$ cat src/ebi_map.svh
// offsets, field positions, reset values and decode bounds of the external bus interface
// How it works
// multiplexed and plain cycles, memory or I/O
// dedicated address held t1 through t4
// shared bus carries address in t1 only
// after t1 shared bus carries data
// wide strobes: high=bhe_n|wr_n, low=a0|wr_n
// narrow variant: one strobe low per byte
// byte strobes travel with the dedicated address
// pseudo-static cycles only inside programmed low select
// peripheral registers decode as one 256-byte block
// narrow byte writes become 16-bit register transfers
// software reads peripheral registers as words only
// software avoids unaligned peripheral block accesses
// offsets 50h..66h reach the three timers
// offsets 20h..44h reach interrupt and watchdog
// offsets 10h..18h reach the synchronous serial port
// block base from relocation register, fixed reset
// relocation io bit picks I/O or memory space
`ifndef EBI_MAP_SVH
`define EBI_MAP_SVH

`define EBI_RELOC_OFFSET   8'hfe
`define EBI_RELOC_RESET    16'h20ff
`define EBI_RELOC_SLAVE_BIT 14
`define EBI_RELOC_IO_BIT   12
`define EBI_RELOC_RA_MSB   11
`define EBI_RELOC_RW_MASK  16'h5fff

`define EBI_TIMER_LO       8'h50
`define EBI_TIMER_HI       8'h66
`define EBI_INTC_LO        8'h20
`define EBI_INTC_HI        8'h44
`define EBI_SSP_LO         8'h10
`define EBI_SSP_HI         8'h18

`endif

$ cat src/ebi_pkg.sv
// types shared by the external bus interface files
package ebi_pkg;

  typedef enum logic [2:0] {
    EBI_TGT_NONE,
    EBI_TGT_SSP,
    EBI_TGT_INTC,
    EBI_TGT_TIMER,
    EBI_TGT_RELOC
  } ebi_target_type;

  // core request; byte data is right-aligned in wdata[7:0]
  typedef struct packed {
    logic        write;
    logic        io;
    logic        word;
    logic [19:0] addr;
    logic [15:0] wdata;
  } ebi_req_type;

  // settings owned by chip_select_control
  typedef struct packed {
    logic        lcs_enable;
    logic        psram_enable;
    logic [19:0] lcs_limit;
  } ebi_csc_type;

  // one transfer toward an on-chip peripheral register
  typedef struct packed {
    logic           strobe;
    logic           write;
    ebi_target_type target;
    logic [7:0]     offset;
    logic [15:0]    wdata;
  } ebi_prb_type;

  typedef struct packed {
    logic [19:0] a;
    logic [15:0] ad_out;
    logic        ad_oe;
    logic        ale;
    logic        rd_n;
    logic        wr_n;
    logic        bhe_n;
    logic        io_or_memory_select;
  } ebi_pins_type;

endpackage : ebi_pkg

$ cat src/ebi_decode.sv
// offset decoder of the peripheral register block
`timescale 1ns/100ps
`include "ebi_map.svh"

module ebi_decode
  import ebi_pkg::*;
(
  input  wire logic [7:0]     offset,
  output ebi_target_type      target
);

  always_comb
  begin
    if (offset == `EBI_RELOC_OFFSET)
      target = EBI_TGT_RELOC;
    else if (offset >= `EBI_TIMER_LO && offset <= `EBI_TIMER_HI)
      target = EBI_TGT_TIMER;
    else if (offset >= `EBI_INTC_LO && offset <= `EBI_INTC_HI)
      target = EBI_TGT_INTC;
    else if (offset >= `EBI_SSP_LO && offset <= `EBI_SSP_HI)
      target = EBI_TGT_SSP;
    else
      target = EBI_TGT_NONE;
  end

endmodule : ebi_decode

$ cat src/ebi_top.sv
// external bus interface: external cycles, byte strobes and peripheral block decode
`timescale 1ns/100ps
`include "ebi_map.svh"

module ebi_top
  import ebi_pkg::*;
#(
  parameter bit NARROW_BUS = 1'b0
)
(
  input  wire logic            mclk,
  input  wire logic            rst_b,
  input  wire logic            ce,
  input  wire logic            req_valid,
  output logic                 req_ready,
  input  wire ebi_req_type     req,
  output logic                 resp_valid,
  output logic [15:0]          resp_rdata,
  input  wire ebi_csc_type     chip_select_control,
  output ebi_prb_type          prb,
  input  wire logic [15:0]     prb_rdata,
  output logic                 intc_slave_mode,
  output ebi_pins_type         pins,
  input  wire logic [15:0]     ad_in,
  input  wire logic            srdy,
  output logic                 whb_n,
  output logic                 wlb_n,
  output logic                 single_byte_write_n,
  output logic                 psram_cycle
);

  typedef enum logic [2:0] {
    ST_IDLE,
    ST_T1,
    ST_T2,
    ST_T3,
    ST_TW,
    ST_T4,
    ST_PCB,
    ST_PCBR
  } ebi_state_type;

  ebi_state_type  state_reg;
  ebi_state_type  state_next;
  ebi_req_type    cur_reg;
  ebi_req_type    sel;
  logic           half_reg;
  logic           half_next;
  logic [15:0]    reloc_reg;
  logic [15:0]    ad_meta_reg;
  logic [15:0]    ad_sync_reg;
  logic           srdy_meta_reg;
  logic           srdy_sync_reg;
  logic           pcb_hit;
  logic [19:0]    cyc_addr;
  logic           lane_high;
  logic           last_half;
  ebi_target_type dec_target;
  ebi_pins_type   pins_reg;
  ebi_prb_type    prb_reg;
  logic [15:0]    rdata_reg;
  logic           resp_reg;
  logic           psram_reg;

  // request currently steering the pins; taken straight from the port on acceptance
  assign sel       = (state_reg == ST_IDLE) ? req : cur_reg;
  assign cyc_addr  = sel.addr + {19'h00000, half_next};
  assign lane_high = NARROW_BUS ? 1'b0 : cyc_addr[0];
  assign last_half = !(NARROW_BUS && cur_reg.word) || half_reg;

  // io space ignores the top four base bits
  always_comb
  begin
    if (reloc_reg[`EBI_RELOC_IO_BIT])
      pcb_hit = req.io && (req.addr[15:8] == reloc_reg[7:0]);
    else
      pcb_hit = !req.io && (req.addr[19:8] == reloc_reg[`EBI_RELOC_RA_MSB:0]);
  end

  ebi_decode u_decode (
    .offset (req.addr[7:0]),
    .target (dec_target)
  );

  // pins are asynchronous to mclk: two stages before anything looks
  always_ff @(posedge mclk)
  begin
    if (!rst_b)
    begin
      ad_meta_reg   <= 16'h0000;
      ad_sync_reg   <= 16'h0000;
      srdy_meta_reg <= 1'b0;
      srdy_sync_reg <= 1'b0;
    end
    else if (ce)
    begin
      ad_meta_reg   <= ad_in;
      ad_sync_reg   <= ad_meta_reg;
      srdy_meta_reg <= srdy;
      srdy_sync_reg <= srdy_meta_reg;
    end
  end

  always_comb
  begin
    state_next = state_reg;
    half_next  = half_reg;
    unique case (state_reg)
      ST_IDLE:
      begin
        half_next = 1'b0;
        if (req_valid)
          state_next = pcb_hit ? ST_PCB : ST_T1;
      end
      ST_T1:   state_next = ST_T2;
      ST_T2:   state_next = ST_T3;
      ST_T3,
      ST_TW:   state_next = srdy_sync_reg ? ST_T4 : ST_TW;
      ST_T4:
      begin
        if (last_half)
          state_next = ST_IDLE;
        else
        begin
          state_next = ST_T1;
          half_next  = 1'b1;  // narrow word goes out as two byte cycles
        end
      end
      ST_PCB:  state_next = ST_PCBR;
      ST_PCBR: state_next = ST_IDLE;
    endcase
  end

  always_ff @(posedge mclk)
  begin
    if (!rst_b)
    begin
      state_reg <= ST_IDLE;
      half_reg  <= 1'b0;
    end
    else if (ce)
    begin
      state_reg <= state_next;
      half_reg  <= half_next;
    end
  end

  always_ff @(posedge mclk)
  begin
    if (!rst_b)
      cur_reg <= '0;
    else if (ce && state_reg == ST_IDLE && req_valid)
      cur_reg <= req;
  end

  // external pins, all registered from the state being entered
  always_ff @(posedge mclk)
  begin
    if (!rst_b)
    begin
      pins_reg.a                   <= 20'h00000;
      pins_reg.ad_out              <= 16'h0000;
      pins_reg.ad_oe               <= 1'b0;
      pins_reg.ale                 <= 1'b0;
      pins_reg.rd_n                <= 1'b1;
      pins_reg.wr_n                <= 1'b1;
      pins_reg.bhe_n               <= 1'b1;
      pins_reg.io_or_memory_select <= 1'b0;
    end
    else if (ce)
    begin
      pins_reg.ale  <= (state_next == ST_T1);
      pins_reg.rd_n <= !(!sel.write && (state_next == ST_T2 || state_next == ST_T3 || state_next == ST_TW));
      pins_reg.wr_n <= !(sel.write && (state_next == ST_T2 || state_next == ST_T3 || state_next == ST_TW));
      if (state_next == ST_T1)
      begin
        pins_reg.a                   <= cyc_addr;  // held until the next t1
        pins_reg.ad_out              <= cyc_addr[15:0];
        pins_reg.ad_oe               <= 1'b1;
        pins_reg.bhe_n               <= NARROW_BUS ? 1'b1 : !(sel.word || cyc_addr[0]);
        pins_reg.io_or_memory_select <= sel.io;
      end
      else if (state_next == ST_T2)
      begin
        pins_reg.ad_oe <= sel.write;  // released on reads
        if (NARROW_BUS)
          pins_reg.ad_out <= {8'h00, half_reg ? sel.wdata[15:8] : sel.wdata[7:0]};
        else if (sel.word)
          pins_reg.ad_out <= sel.wdata;
        else
          pins_reg.ad_out <= lane_high ? {sel.wdata[7:0], 8'h00} : {8'h00, sel.wdata[7:0]};
      end
      else if (state_next == ST_IDLE || state_next == ST_PCB)
        pins_reg.ad_oe <= 1'b0;
    end
  end

  // strobes are combined from registered pins, so they move with the address bus
  assign whb_n               = NARROW_BUS ? 1'b1 : (pins_reg.bhe_n | pins_reg.wr_n);
  assign wlb_n               = NARROW_BUS ? 1'b1 : (pins_reg.a[0] | pins_reg.wr_n);
  assign single_byte_write_n = NARROW_BUS ? pins_reg.wr_n : 1'b1;

  // pseudo-static cycles need an enabled low select and a memory address beneath its limit
  always_ff @(posedge mclk)
  begin
    if (!rst_b)
      psram_reg <= 1'b0;
    else if (ce)
    begin
      if (state_next == ST_T1)
        psram_reg <= !sel.io && chip_select_control.lcs_enable && chip_select_control.psram_enable && (cyc_addr < chip_select_control.lcs_limit);
      else if (state_next == ST_IDLE || state_next == ST_PCB)
        psram_reg <= 1'b0;
    end
  end

  // relocation register; writes clear reserved bits 15 and 13, but reset loads bit 13 as one
  always_ff @(posedge mclk)
  begin
    if (!rst_b)
      reloc_reg <= `EBI_RELOC_RESET;
    else if (ce && state_reg == ST_PCB && cur_reg.write && prb_reg.target == EBI_TGT_RELOC)
      reloc_reg <= prb_reg.wdata & `EBI_RELOC_RW_MASK;
  end

  // one-cycle register transfer; address bit 0 is dropped, unaligned use is undefined
  always_ff @(posedge mclk)
  begin
    if (!rst_b)
      prb_reg <= '0;
    else if (ce)
    begin
      prb_reg.strobe <= (state_next == ST_PCB) && (dec_target != EBI_TGT_RELOC) && (state_reg == ST_IDLE);
      if (state_reg == ST_IDLE && req_valid)
      begin
        prb_reg.write  <= req.write;
        prb_reg.target <= dec_target;
        prb_reg.offset <= {req.addr[7:1], 1'b0};
        prb_reg.wdata  <= req.wdata;  // always a full 16-bit transfer
      end
    end
  end

  // read data: narrow halves assemble low byte first; on the wide bus odd bytes come off the high lane
  always_ff @(posedge mclk)
  begin
    if (!rst_b)
      rdata_reg <= 16'h0000;
    else if (ce)
    begin
      if (state_reg == ST_PCB)
        rdata_reg <= (prb_reg.target == EBI_TGT_RELOC) ? reloc_reg : prb_rdata;
      else if ((state_reg == ST_T3 || state_reg == ST_TW) && srdy_sync_reg && !cur_reg.write)
      begin
        if (NARROW_BUS && half_reg)
          rdata_reg[15:8] <= ad_sync_reg[7:0];
        else if (NARROW_BUS)
          rdata_reg <= {8'h00, ad_sync_reg[7:0]};
        else if (cur_reg.word)
          rdata_reg <= ad_sync_reg;
        else
          rdata_reg <= {8'h00, pins_reg.a[0] ? ad_sync_reg[15:8] : ad_sync_reg[7:0]};
      end
    end
  end

  always_ff @(posedge mclk)
  begin
    if (!rst_b)
      resp_reg <= 1'b0;
    else if (ce)
      resp_reg <= (state_reg == ST_PCBR) || (state_reg == ST_T4 && last_half);
  end

  assign req_ready       = ce && (state_reg == ST_IDLE);
  assign resp_valid      = resp_reg && ce;
  assign resp_rdata      = rdata_reg;
  assign prb             = prb_reg;
  assign pins            = pins_reg;
  assign psram_cycle     = psram_reg;
  assign intc_slave_mode = reloc_reg[`EBI_RELOC_SLAVE_BIT];

endmodule : ebi_top

$ cat config.mk
export PLATFORM = sky130hd
export DESIGN_NAME = ebi_top
export DESIGN_NICKNAME = d
export VERILOG_FILES = /design/src/ebi_pkg.sv /design/src/ebi_decode.sv /design/src/ebi_top.sv
export VERILOG_INCLUDE_DIRS = /design/src /design/src/src
export SDC_FILE = /design/constraint.sdc
export NUM_CORES = 1
export LEC_CHECK = 0
export CAP_MARGIN = 15
export CORE_MARGIN = 4
export CORE_UTILIZATION = 45
export DETAILED_ROUTE_END_ITERATION = 12
export DONT_BUFFER_PORTS = 1
export GPL_TIMING_DRIVEN = 0
export PLACE_DENSITY_LB_ADDON = 0.1
export SLEW_MARGIN = 25
export SYNTH_ARGS = -nofsm -noshare
export SYNTH_HDL_FRONTEND = slang
export SYNTH_SLANG_ARGS = --single-unit
$ cat constraint.sdc
create_clock -name mclk -period 7.7 [get_ports mclk]
set_input_delay 1.54 -clock mclk [delete_from_list [all_inputs] [get_ports mclk]]
set_output_delay 1.54 -clock mclk [all_outputs]
set_load 0.005 [all_outputs]
* Yosys cells after proc, flatten, opt, wreduce, memory -nomap -nowiden *
Index checks and enable logic that the tools add are counted.

cells by class
  add/sub/neg operators = 1
  magnitude comparators = 7
  equal/unequal tests = 17
  mux-type cells = 23
  bitwise gates (word level) = 2
  reductions and logical operators = 48

operators with widths
  operator                                              count
  2-to-1 mux 16 bit                                     7
  2-to-1 mux 39 bit                                     1
  == test 3 bit (second input constant)                 7
  logical AND 1 bit                                     21
  adder 20 x 1 -> 20 bit                                1
  < comparator 20 bit                                   1
  one-hot mux 3 bit (6 select lines)                    1
  2-to-1 mux 17 bit                                     1
  <= comparator 8 x 7 -> 1 bit (second input constant)  2
  2-to-1 mux 3 bit                                      5
  == test 12 bit                                        1
  == test 3 x 2 -> 1 bit (second input constant)        4
  AND reduction 2 bit                                   6
  == test 8 bit                                         1
  == test 8 bit (second input constant)                 1
  >= comparator 8 x 5 -> 1 bit (second input constant)  1
  >= comparator 8 x 6 -> 1 bit (second input constant)  1
  >= comparator 8 x 7 -> 1 bit (second input constant)  1
  <= comparator 8 x 5 -> 1 bit (second input constant)  1
  2-to-1 mux 8 bit                                      1
  zero test 1 bit                                       7
  2-to-1 mux 1 bit                                      7
  == test 3 x 1 -> 1 bit (second input constant)        2
  zero test 3 bit                                       2
  other kinds (6)                                       15

storage, ports and cells
  bits in registers = 180
  input port bits = 98
  output and inout port bits = 94
  word-level logic and storage cells = 126

* Logic depth before layout (Yosys ltp) *
Gate-level depths: netlist of the first run.

  depth in word-level cells = 11
  mapped depth = 20
  gate-level depth less buffers = 16

* Hierarchy *
A second synthesis of the first run with hierarchy kept.

unflattened totals
  cell total of the unflattened synthesis = 1091
  area total of the unflattened synthesis = 9226.3 um^2

by module, submodules not included
  module      instances  cells an instance  area an instance (um^2)  sequential area each (um^2)
  ebi_top     1          1072               9112.5                   3603.5
  ebi_decode  1          19                 113.9                    0.0

* Worst setup path before layout of the first run *
OpenSTA, ideal clock, no wires.

  path kind = input-to-reg
  start = input port req[16] in the netlist's numbering
  end = register psram_reg (netlist: psram_cycle)
  data arrival time = 4125 ps
  data required time = 7613 ps
  setup slack = 3488 ps
  stages on the path = 15
  path through = nand2_1 -> nand2_1 -> ha_1 -> ha_1 -> clkbuf_1 -> inv_1 -> nor4_1 -> xnor2_1 -> mux2i_1 -> ha_1 -> a21o_1 -> a31o_2 -> a221oi_1 -> nor3_1 -> o31ai_1

between the ends
  longest elaborated chain between the ends = 5

ends and longest elaborated chain
  item                    line            text
  start: declaration      ebi_top.sv:16   input wire ebi_req_type req,
  2-to-1 mux 39 bit       ebi_top.sv:66   assign sel = (state_reg == ST_IDLE) ? req : cur_reg;
  adder 20 x 1 -> 20 bit  ebi_top.sv:67   assign cyc_addr = sel.addr + {19'h00000, half_next};
  net cyc_addr[10]        ebi_top.sv:55   logic [19:0] cyc_addr;
  < comparator 20 bit     ebi_top.sv:211  psram_reg <= !sel.io && chip_select_control.lcs_enable && chip_select_control.psram_enable && (cyc_addr < chip ...
  logical AND 1 bit       ebi_top.sv:211
  2-to-1 mux 1 bit        ebi_top.sv:210  if (state_next == ST_T1)
  end signal: assignment  ebi_top.sv:211
  end: declaration        ebi_top.sv:63   logic psram_reg;

The timed path passes the listed nets, and every way through them passes these cells.
A chain may end at the register's enable or synchronous reset.

* Worst setup path in the final report of the first run *
  start = register state_reg[0]
  end = register psram_reg (netlist: psram_cycle)

between the ends
  elaborated cells between the ends (all ways) = 27
  classes of those cells = add/sub (1); order compare (1); eq/ne (9); mux (5); reduce/logical (11)

RTL lines
  item                                                          line                           text
  start: declaration                                            ebi_top.sv:43                  ebi_state_type state_reg;
  start signal: assignment                                      ebi_top.sv:143                 state_reg <= state_next;
  zero test 3 bit (*)                                           ebi_top.sv:66, ebi_top.sv:108
  2-to-1 mux 39 bit / 2-to-1 mux 1 bit (equally long branches)  -
  adder 20 x 1 -> 20 bit (*)                                    ebi_top.sv:67
  net cyc_addr[6]                                               ebi_top.sv:55
  < comparator 20 bit (*)                                       ebi_top.sv:211
  logical AND 1 bit (*)                                         ebi_top.sv:211
  2-to-1 mux 1 bit (*)                                          ebi_top.sv:210

The timed path passes the listed nets; every way through them passes the cells marked *.

==> metrics, run 1 <==
Placed Instances 1,406; number of non-filler instances in the completed layout 1,438; initial antenna violation count 0; Leak 3.81 nW; detailed router's first-iteration violation count 729; maximum cell stage delay along the critical path 430 ps; final clock skew 15.0 ps; maximum clock path buffer count 2; count of pins over their slew limit 0; top achievable clock speed 182 MHz; Crit-path slowest cell nor3_2; average wire per cell in the routed design 22.2 um; clock-pin slew reported for the worst setup and hold paths after clock tree synthesis 70 ps; Root Driver clkbuf_16; worst vdd rail ir drop 0.158 mV; largest net degree at the start of global routing 20; worst reg2reg setup slack 2220 ps; Mean Syn Cell Area 7.98 um2; nets@finish 1,279; net count of the mapped netlist 1,260; count of buffers from port buffering 0; status finished, final reports clean; number of gates resized after cts 0; die height 150 um; hold path depth 2; final total power 2.22 mW; cell repeated most along the worst path ha_1; number of flops mapped to enable cells by yosys 0; combined global-route utilization of all metal layers 27.6%; hold path startpoint reloc_reg[13]; latest clock arrival within the worst-skew pair 440 ps; fraction of the cycle the final worst path needs 71.2%; number of hold buffers added after CTS 0; YS warnings 0; Async SR Flop Fraction 0%; setup slack after layout 2220 ps; critical path capture point type flip-flop; critical path class flip-flop to flip-flop; number of different library cells in the post-synthesis netlist 65; layout overhead on the synthesized area 10.1%; share of layout cells above drive strength 1 7.76%; power per cell area 222 nW/um2; vias 8,295; half-perimeter wire length after detailed placement 25.2 mm; post-route ant nets 0; Die Outline Area 22,600 um2; dominant delay contributor by cell family on the critical path buffers and inverters; final setup violation count 0; fin crit period 5480 ps; number of buffers created by CTS 17; data arrival time of the critical path 5840 ps; placeable core area 19,700 um2; FF-to-FF Start state_reg[0]; netlist area before placement 9100 um2; antenna fix cells 0; number of post-CTS setup repair buffers 0; peak fanout along the critical path 10; Bufs and invs on worst path 5; floorplan die width 150 um; CP startpoint kind flip-flop; final global-route overflow total 0; Tightest Pin Transition 862 ps; portion of the post-synthesis area used by sequential elements 39.6%; number of top-level design ports 192; capturing point of the worst reg2reg path psram_cycle; final count of hold timing violations 0; core utilization of the finished layout 51.0%; Slew Limit Headroom 42.5%; Remaining DRCs 0; CTS tree done; type of the most critical hold path flip-flop to flip-flop; unrepaired setup endpoints after global routing no; count of max-cap constraint violations 0; post-synthesis instance total 1,141; global-route wire length before repair 46.6 mm; post-DR vias/cell 5.77; wirelength, routed 31.9 mm; number of flip-flops in the largest register 42; RD Place Congestion 0.921; initial standard-cell utilization of the core 46.3%; dominant register cell in the synthesized netlist dfxtp_1; Row Count 51; Min-Delay Endpoint reloc_reg[13]; required time worst endpoint 8050 ps; vias in the first global route 7,433; clock net sink count 180; drt pass-1 iters 5; logic depth of the worst register-to-register path 20; deepest level of the CTS H-tree 4; Post-Place Setup Slack 2280 ps; flops & latches, synth 180; critical path, cell by cell nor3_2 > buf_4 > buf_2 > buf_2 > nand2_1 > nand2_1 > ha_1 > ha_1 > clkbuf_1 > inv_1 > nor3_1 > xnor2_1 > mux2i_1 > ha_1 > nand3_1 > o221ai_1 > a31o_2 > a221oi_1 > nor3_1 > o31ai_1; Total Neg Setup Slack 0 ps; critical path depth in cells 20
final cells by class:
cell class / instances / area, um2
buffer: 86 / 372
clock buffer: 17 / 425
clock inverter: 15 / 164
fill: 2017 / 9630
inverter: 32 / 120
multi-input combinational: 843 / 5010
sequential: 180 / 3600
tap: 265 / 332
metal layers:
layer  part of all wire (%)  global-route usage [%]  up-vias
met1                     46                    40.6     3900
li1                       -                       -     4005
met5                      0                       0        -
met4                    1.6                    6.50        0
met3                     10                    8.37       34
met2                     42                    39.5      356
per-stage QoR:
step           hold slack [ps]  instance area [um2]
2_1_floorplan              422                 9100
3_3_place_gp               435                 9440
3_5_place_dp               435                 9440
4_1_cts                    447                10000
5_1_grt                    479                10000
6_report                   451                10000
cells in the mapped netlist (3+ instances only):
master,count,area (um2)
a21o_1,6,45.0
o21a_1,4,30.0
a21oi_1,116,581
xor2_1,16,140
o2111ai_1,3,26.3
nand2_1,224,841
nor2_1,82,308
nand2b_1,9,56.3
xnor2_1,21,184
a31oi_1,20,125
inv_1,30,113
mux2_2,6,67.6
or3_1,9,56.3
nor3_1,10,50.1
buf_4,4,30.0
and2_1,7,43.8
buf_1,5,18.8
nor4_1,6,37.5
or2_2,3,18.8
o31ai_1,3,22.5
dfxtp_1,180,3600
a211oi_1,21,158
nand4_1,12,75.1
buf_2,26,130
nor3b_1,4,30.0
o21ai_1,3,15.0
o22ai_1,3,18.8
nand3_1,46,230
ha_1,21,263
o311a_1,3,30.0
o21ai_0,40,200
o211ai_1,4,30.0
clkbuf_1,50,188
o221a_2,3,33.8
mux2i_1,78,781
o221ai_1,5,43.8
nor2b_1,13,81.3
and3_1,9,56.3
worst max-delay path by stage:
stage / end / start / slack (ps)
2_1_floorplan: psram_cycle / req[16] / 3490
3_3_place_gp: psram_cycle / state_reg[0] / 2240
3_5_place_dp: psram_cycle / state_reg[0] / 2280
4_1_cts: psram_cycle / state_reg[0] / 2230
5_1_grt: psram_cycle / state_reg[0] / 1880
6_report: psram_cycle / state_reg[0] / 2220
cells by family after synthesis:
group | Yosys count | synth area share, %
other | 2 | 0.0825
muxes | 84 | 9.32
AOI/OAI and AO/OA | 251 | 16.7
adders and majority gates | 22 | 3.00
buffers and inverters | 118 | 5.40
DFF | 180 | 39.6
xor gates and xnor gates | 37 | 3.56
and+or+nand+nor | 447 | 22.4
placed cells by master (no fill, tap or decap), types with 5 or more instances in the layout:
| cell type | Yosys | layout |
|---|---|---|
| or3_1 | 9 | 9 |
| and2_1 | 7 | 7 |
| o221ai_1 | 5 | 5 |
| xor2_1 | 16 | 16 |
| buf_2 | 26 | 26 |
| a21oi_1 | 116 | 116 |
| nand4_1 | 12 | 12 |
| a31oi_1 | 20 | 20 |
| xnor2_1 | 21 | 21 |
| buf_1 | 5 | 5 |
| nor4_1 | 6 | 6 |
| a211oi_1 | 21 | 21 |
| nand2b_1 | 9 | 9 |
| ha_1 | 21 | 21 |
| nor2b_1 | 13 | 13 |
| clkbuf_1 | 50 | 50 |
| mux2i_1 | 78 | 78 |
| nor2_1 | 82 | 82 |
| inv_1 | 30 | 30 |
| nor3_1 | 10 | 10 |
| o21ai_0 | 40 | 40 |
| and3_1 | 9 | 9 |
| nand2_1 | 224 | 224 |
| mux2_2 | 6 | 6 |
| nand3_1 | 46 | 46 |
| clkbuf_16 | 0 | 17 |
| dfxtp_1 | 180 | 180 |
| a21o_1 | 6 | 6 |
worst register-to-register path, delay by kind of cell, from the launching register on:
| family | cells | cell delay [ps] |
|---|---|---|
| AOI/OAI and AO/OA | 4 | 1000 |
| xor gates and xnor gates | 1 | 130 |
| DFF | 1 | 350 |
| and+or+nand+nor | 6 | 1140 |
| adders and majority gates | 3 | 890 |
| muxes | 1 | 430 |
| buffers and inverters | 5 | 1480 |
power breakdown:
group          leakage, nW  internal (mW)  switching, mW
sequential            1.47          0.976         0.0442
combinational         2.06          0.117          0.226
clock                0.280          0.434          0.425
Power figures use the tool's default switching activity.
==> inputs of run 2 (changes only) <==
==> constraint.sdc (replaced) <==
create_clock -name mclk -period 5.3 [get_ports mclk]
set_input_delay 1.06 -clock mclk [delete_from_list [all_inputs] [get_ports mclk]]
set_output_delay 1.06 -clock mclk [all_outputs]
set_load 0.005 [all_outputs]
==> run 2 against run 1 <==
  * Total power is 45% higher
  * Sequential cell count stayed put
  * Maximum frequency grew 10%
  * Core utilization up 0.076 points
  * Global-route usage about the same
  * Non-clock buffer count decreased by 1
  * Final cell count is essentially flat
  * Hold slack barely moved
  * Cell area up 0.15%
==> metrics, run 2 (same netlist as run 1, synthesis figures left out) <==
drt pass-1 iters 6 (was 5); clock-pin slew reported for the worst setup and hold paths after clock tree synthesis 70 ps (about the same); wirelength, routed 31.9 mm (about the same); type of the most critical hold path flip-flop to flip-flop (unchanged); detailed router's first-iteration violation count 722 (was 729); final setup violation count 0 (unchanged); clock net sink count 180 (unchanged); final clock skew 15.3 ps (was 15.0 ps); nets@finish 1,278 (was 1,279); peak fanout along the critical path 10 (unchanged); number of post-CTS setup repair buffers 0 (unchanged); number of top-level design ports 192 (unchanged); RD Place Congestion 0.921 (unchanged); critical path capture point type flip-flop (unchanged); post-DR vias/cell 5.77 (about the same); antenna fix cells 0 (unchanged); count of max-cap constraint violations 0 (unchanged); data arrival time of the critical path 5340 ps (was 5840 ps); half-perimeter wire length after detailed placement 25.2 mm (unchanged); post-route ant nets 0 (unchanged); Row Count 51 (unchanged); Die Outline Area 22,600 um2 (unchanged); global-route wire length before repair 46.6 mm (about the same); CTS tree done (unchanged); critical path class flip-flop to flip-flop (unchanged); most frequent standard cell in the layout excluding fill and tap cells nand2_1 (unchanged); final count of hold timing violations 0 (unchanged); placeable core area 19,700 um2 (unchanged); Total Neg Setup Slack 0 ps (unchanged); deepest level of the CTS H-tree 4 (unchanged); Tightest Pin Transition 868 ps (was 862 ps); fin crit period 4980 ps (was 5480 ps); initial standard-cell utilization of the core 46.3% (unchanged); share of layout cells above drive strength 1 8.02% (was 7.76%); average wire per cell in the routed design 22.2 um (about the same); Root Driver clkbuf_16 (unchanged); worst vdd rail ir drop 0.229 mV (was 0.158 mV); top achievable clock speed 201 MHz (was 182 MHz); power per cell area 322 nW/um2 (was 222 nW/um2); number of flip-flops in the largest register 42 (unchanged); maximum clock path buffer count 2 (unchanged); Post-Place Setup Slack -123 ps (was 2280 ps); count of pins over their slew limit 0 (unchanged); Remaining DRCs 0 (unchanged); die height 150 um (unchanged); fraction of the cycle the final worst path needs 94.0% (was 71.2%); unrepaired setup endpoints after global routing no (unchanged); setup slack after layout 316 ps (was 2220 ps); layout overhead on the synthesized area 10.3% (was 10.1%); count of buffers from port buffering 0 (unchanged); top library cells by usage in the layout, fill and taps aside nand2_1, dfxtp_1, a21oi_1 (unchanged); latest clock arrival within the worst-skew pair 440 ps (about the same); required time worst endpoint 5650 ps (was 8050 ps); CP startpoint kind flip-flop (unchanged); vias 8,287 (was 8,295); vias in the first global route 7,428 (was 7,433); final global-route overflow total 0 (unchanged); floorplan die width 150 um (unchanged); initial antenna violation count 0 (unchanged); final total power 3.23 mW (was 2.22 mW); number of buffers created by CTS 17 (unchanged); combined global-route utilization of all metal layers 27.6% (about the same); status finished, final reports clean (unchanged); Slew Limit Headroom 42.1% (was 42.5%); largest net degree at the start of global routing 20 (unchanged); Leak 3.81 nW (about the same)
-- run 2: cell types whose count changed in the layout (fill, tap and decap cells not counted) --
cell	change
clkbuf_4	+2
buf_1	-1
buf_2	-1
clkbuf_1	-1
ha_1	-1
ha_2	+1
mux2i_1	-1
mux2i_2	+1
nor3_2	-1
nor3_4	+1
-- run 2: where the power goes --
part	switching [mW]	total, mW	internal (mW)
clock	0.618	1.25	0.630
sequential	0.0646	1.48	1.42
combinational	0.327	0.500	0.173
total	1.01	3.23	2.22
-- run 2: through the flow --
| step | hold WS [ps] | std cells | cell area (um2) | util [%] |
|---|---|---|---|---|
| 2_1_floorplan | 422 | 1141 | 9100 | - |
| 5_1_grt | 479 | 1437 | 10000 | 51.1 |
| 3_5_place_dp | 435 | 1406 | 9440 | 48.0 |
| 6_report | 451 | 1437 | 10000 | 51.1 |
| 4_1_cts | 447 | 1438 | 10000 | 51.1 |
| 3_3_place_gp | 435 | 1406 | 9440 | 48.0 |
-- run 2: layout make-up --
class                   instances  area, um2
fillers                      2019       9610
inverters                      32        120
plain buffers                  85        374
well taps                     265        332
clock buffers                  17        425
multi-input cells             843       5020
clock inverters                15        164
flip-flops and latches        180       3600
-- run 2: critical path: stages, from the launching register on --
cell and delay, ps:
dfxtp_1 360, nor3_4 340, buf_4 260, buf_2 330
clkbuf_4 330, nand2_1 80, nand2_1 100, ha_1 350
ha_2 360, inv_1 120, nor3_1 250, xnor2_1 140
mux2i_2 330, ha_1 310, nand3_1 120, o221ai_1 140
a31o_2 250, a221oi_1 380, nor3_1 110, o31ai_1 230
-- run 2: worst paths after layout --
kind            startpoint             to  slack (ps)  depth (start not counted)
min          reloc_reg[13]  reloc_reg[13]         450                          2
max reg2reg   state_reg[0]    psram_cycle         320                         19
max           state_reg[0]    psram_cycle         320                         19
min reg2reg  reloc_reg[13]  reloc_reg[13]         450                          2
-- run 2: timing repair --
item                                    4_1_cts  5_1_grt
pin swaps                                     0        0
endpoints found under the setup margin        1        1
resized for setup                             3        3
hold buffers                                  0        0
-- run 2: per-layer routing --
metal	up-vias	GRT usage [%]	part of all wire (%)
li1	4005	-	-
met1	3887	40.6	46
met2	363	39.7	42
met3	32	8.40	10
met4	0	6.31	1.6
met5	-	0	0
==> inputs of run 3 (changes only) <==
--- a/config.mk
+++ b/config.mk
@@ -12,7 +12,7 @@
 export DETAILED_ROUTE_END_ITERATION = 12
 export DONT_BUFFER_PORTS = 1
 export GPL_TIMING_DRIVEN = 0
-export PLACE_DENSITY_LB_ADDON = 0.1
+export PLACE_DENSITY = 0.6
 export SLEW_MARGIN = 25
 export SYNTH_ARGS = -nofsm -noshare
 export SYNTH_HDL_FRONTEND = slang
==> constraint.sdc (replaced) <==
create_clock -name mclk -period 6.2 [get_ports mclk]
set_input_delay 1.24 -clock mclk [delete_from_list [all_inputs] [get_ports mclk]]
set_output_delay 1.24 -clock mclk [all_outputs]
set_load 0.005 [all_outputs]
==> run 3 against run 2 <==
  * Count of clock-buffer cells in the layout is the same
  * Global-route usage shrank 0.13 points
  * Via count up 0.24%
  * Sequential share of layout area increased by 0.063 points
  * Core utilization shrank 0.089 points
  * Combinational power down 15%
  * Wire length is 0.48% lower
  * Worst setup slack improved by 380 ps
  * Critical endpoint unchanged
  * Largest power group unchanged
  * Highest routed layer unchanged
==> metrics, run 3 (same netlist as run 1, synthesis figures left out) <==
status finished, final reports clean (unchanged); Tightest Pin Transition 822 ps (was 868 ps); initial standard-cell utilization of the core 46.3% (unchanged); wirelength, routed 31.7 mm (was 31.9 mm); initial antenna violation count 0 (unchanged); final global-route overflow total 0 (unchanged); deepest level of the CTS H-tree 4 (unchanged); Row Count 51 (unchanged); top library cells by usage in the layout, fill and taps aside nand2_1, dfxtp_1, a21oi_1 (unchanged); peak fanout along the critical path 10 (unchanged); count of max-cap constraint violations 0 (unchanged); number of gates resized after cts 0 (was 3); number of top-level design ports 192 (unchanged); worst reg2reg setup slack 690 ps (was 320 ps); layout overhead on the synthesized area 10.1% (was 10.3%); die height 150 um (unchanged); worst vdd rail ir drop 0.205 mV (was 0.229 mV); core utilization of the finished layout 51.0% (was 51.1%); nets@finish 1,279 (was 1,278); Root Driver clkbuf_16 (unchanged); Total Neg Setup Slack 0 ps (unchanged); final count of hold timing violations 0 (unchanged); required time worst endpoint 6550 ps (was 5650 ps); power per cell area 278 nW/um2 (was 322 nW/um2); data arrival time of the critical path 5860 ps (was 5340 ps); type of the most critical hold path flip-flop to flip-flop (unchanged); critical path capture point type flip-flop (unchanged); final design area excluding fillers 10,000 um2 (about the same); critical path class flip-flop to flip-flop (unchanged); number of flip-flops in the largest register 42 (unchanged); combined global-route utilization of all metal layers 27.5% (was 27.6%); fraction of the cycle the final worst path needs 88.8% (was 94.0%); largest net degree at the start of global routing 19 (was 20); post-route ant nets 0 (unchanged); CP startpoint kind flip-flop (unchanged); post-DR vias/cell 5.78 (was 5.77); vias in the first global route 7,640 (was 7,428); Slew Limit Headroom 45.2% (was 42.1%); antenna fix cells 0 (unchanged); drt pass-1 iters 5 (was 6); detailed router's first-iteration violation count 736 (was 722); count of pins over their slew limit 0 (unchanged); placeable core area 19,700 um2 (unchanged); fin crit period 5510 ps (was 4980 ps); share of layout cells above drive strength 1 7.76% (was 8.02%); maximum clock path buffer count 2 (unchanged); Die Outline Area 22,600 um2 (unchanged); clock net sink count 180 (unchanged); number of hold buffers added after CTS 0 (unchanged); average wire per cell in the routed design 22.0 um (was 22.2 um); final clock skew 7.45 ps (was 15.3 ps); number of post-CTS setup repair buffers 0 (unchanged); CTS tree done (unchanged); unrepaired setup endpoints after global routing no (unchanged); top achievable clock speed 182 MHz (was 201 MHz); worst slack on hold paths 455 ps (was 451 ps); placed cell areas 9440 um2 (unchanged); vias 8,307 (was 8,287); final setup violation count 0 (unchanged); half-perimeter wire length after detailed placement 24.9 mm (was 25.2 mm); clock-pin slew reported for the worst setup and hold paths after clock tree synthesis 70 ps (about the same); count of buffers from port buffering 0 (unchanged); Remaining DRCs 0 (unchanged); RD Place Congestion 0.935 (was 0.921); Leak 3.82 nW (was 3.81 nW); floorplan die width 150 um (unchanged); latest clock arrival within the worst-skew pair 440 ps (about the same); number of buffers created by CTS 17 (unchanged); most frequent standard cell in the layout excluding fill and tap cells nand2_1 (unchanged); global-route wire length before repair 46.7 mm (was 46.6 mm)
## run 3: power by group
| group | total, mW | switching (mW) | leakage, nW | internal, mW |
|---|---|---|---|---|
| Combinational | 0.425 | 0.280 | 2.06 | 0.145 |
| Clock | 1.09 | 0.521 | 0.291 | 0.573 |
| Sequential | 1.27 | 0.0549 | 1.47 | 1.21 |
## run 3: metrics by stage
| step | cells | worst slack [ps] | power, mW |
|---|---|---|---|
| 2_1_floorplan | 1141 | 2290 | 1.57 |
| 3_3_place_gp | 1406 | 763 | 1.71 |
| 3_5_place_dp | 1406 | 801 | 1.71 |
| 4_1_cts | 1438 | 770 | 2.79 |
| 5_1_grt | 1438 | 446 | 2.89 |
| 6_report | 1438 | 692 | 2.79 |
## run 3: per-layer routing
layer	wire, um	global-route usage [%]	vias to the layer above
li1	-	-	3997
met1	14000	38.9	3877
met2	13200	39.2	396
met3	3660	9.57	37
met4	781	8.78	0
met5	0	0	-
## run 3: final timing paths
kind | startpoint | endpoint | cells past startpoint
worst max-delay path | state_reg[0] | psram_cycle | 20
worst min register to register | cur_reg[13] | cur_reg[13] | 2
worst max register to register | state_reg[0] | psram_cycle | 20
worst min-delay path | cur_reg[13] | cur_reg[13] | 2
## run 3: cell type report
cell class                      instances  area [um2]
Fill cell                            2001        9630
Multi-Input combinational cell        843        5010
Sequential cell                       180        3600
Clock buffer                           17         425
Buffer                                 86         372
Tap cell                              265         332
Clock inverter                         15         161
Inverter                               32         120
## run 3: critical path: stages (launching register included)
cell,delay [ps]
dfxtp_1,350
nor3_2,390
buf_4,270
buf_2,350
buf_2,370
nand2_1,90
nand2_1,90
ha_1,320
ha_1,200
clkbuf_1,330
inv_1,180
nor3_1,240
xnor2_1,140
mux2i_1,460
ha_1,340
nand3_1,110
o221ai_1,140
a31o_2,260
a221oi_1,430
nor3_1,100
o31ai_1,240
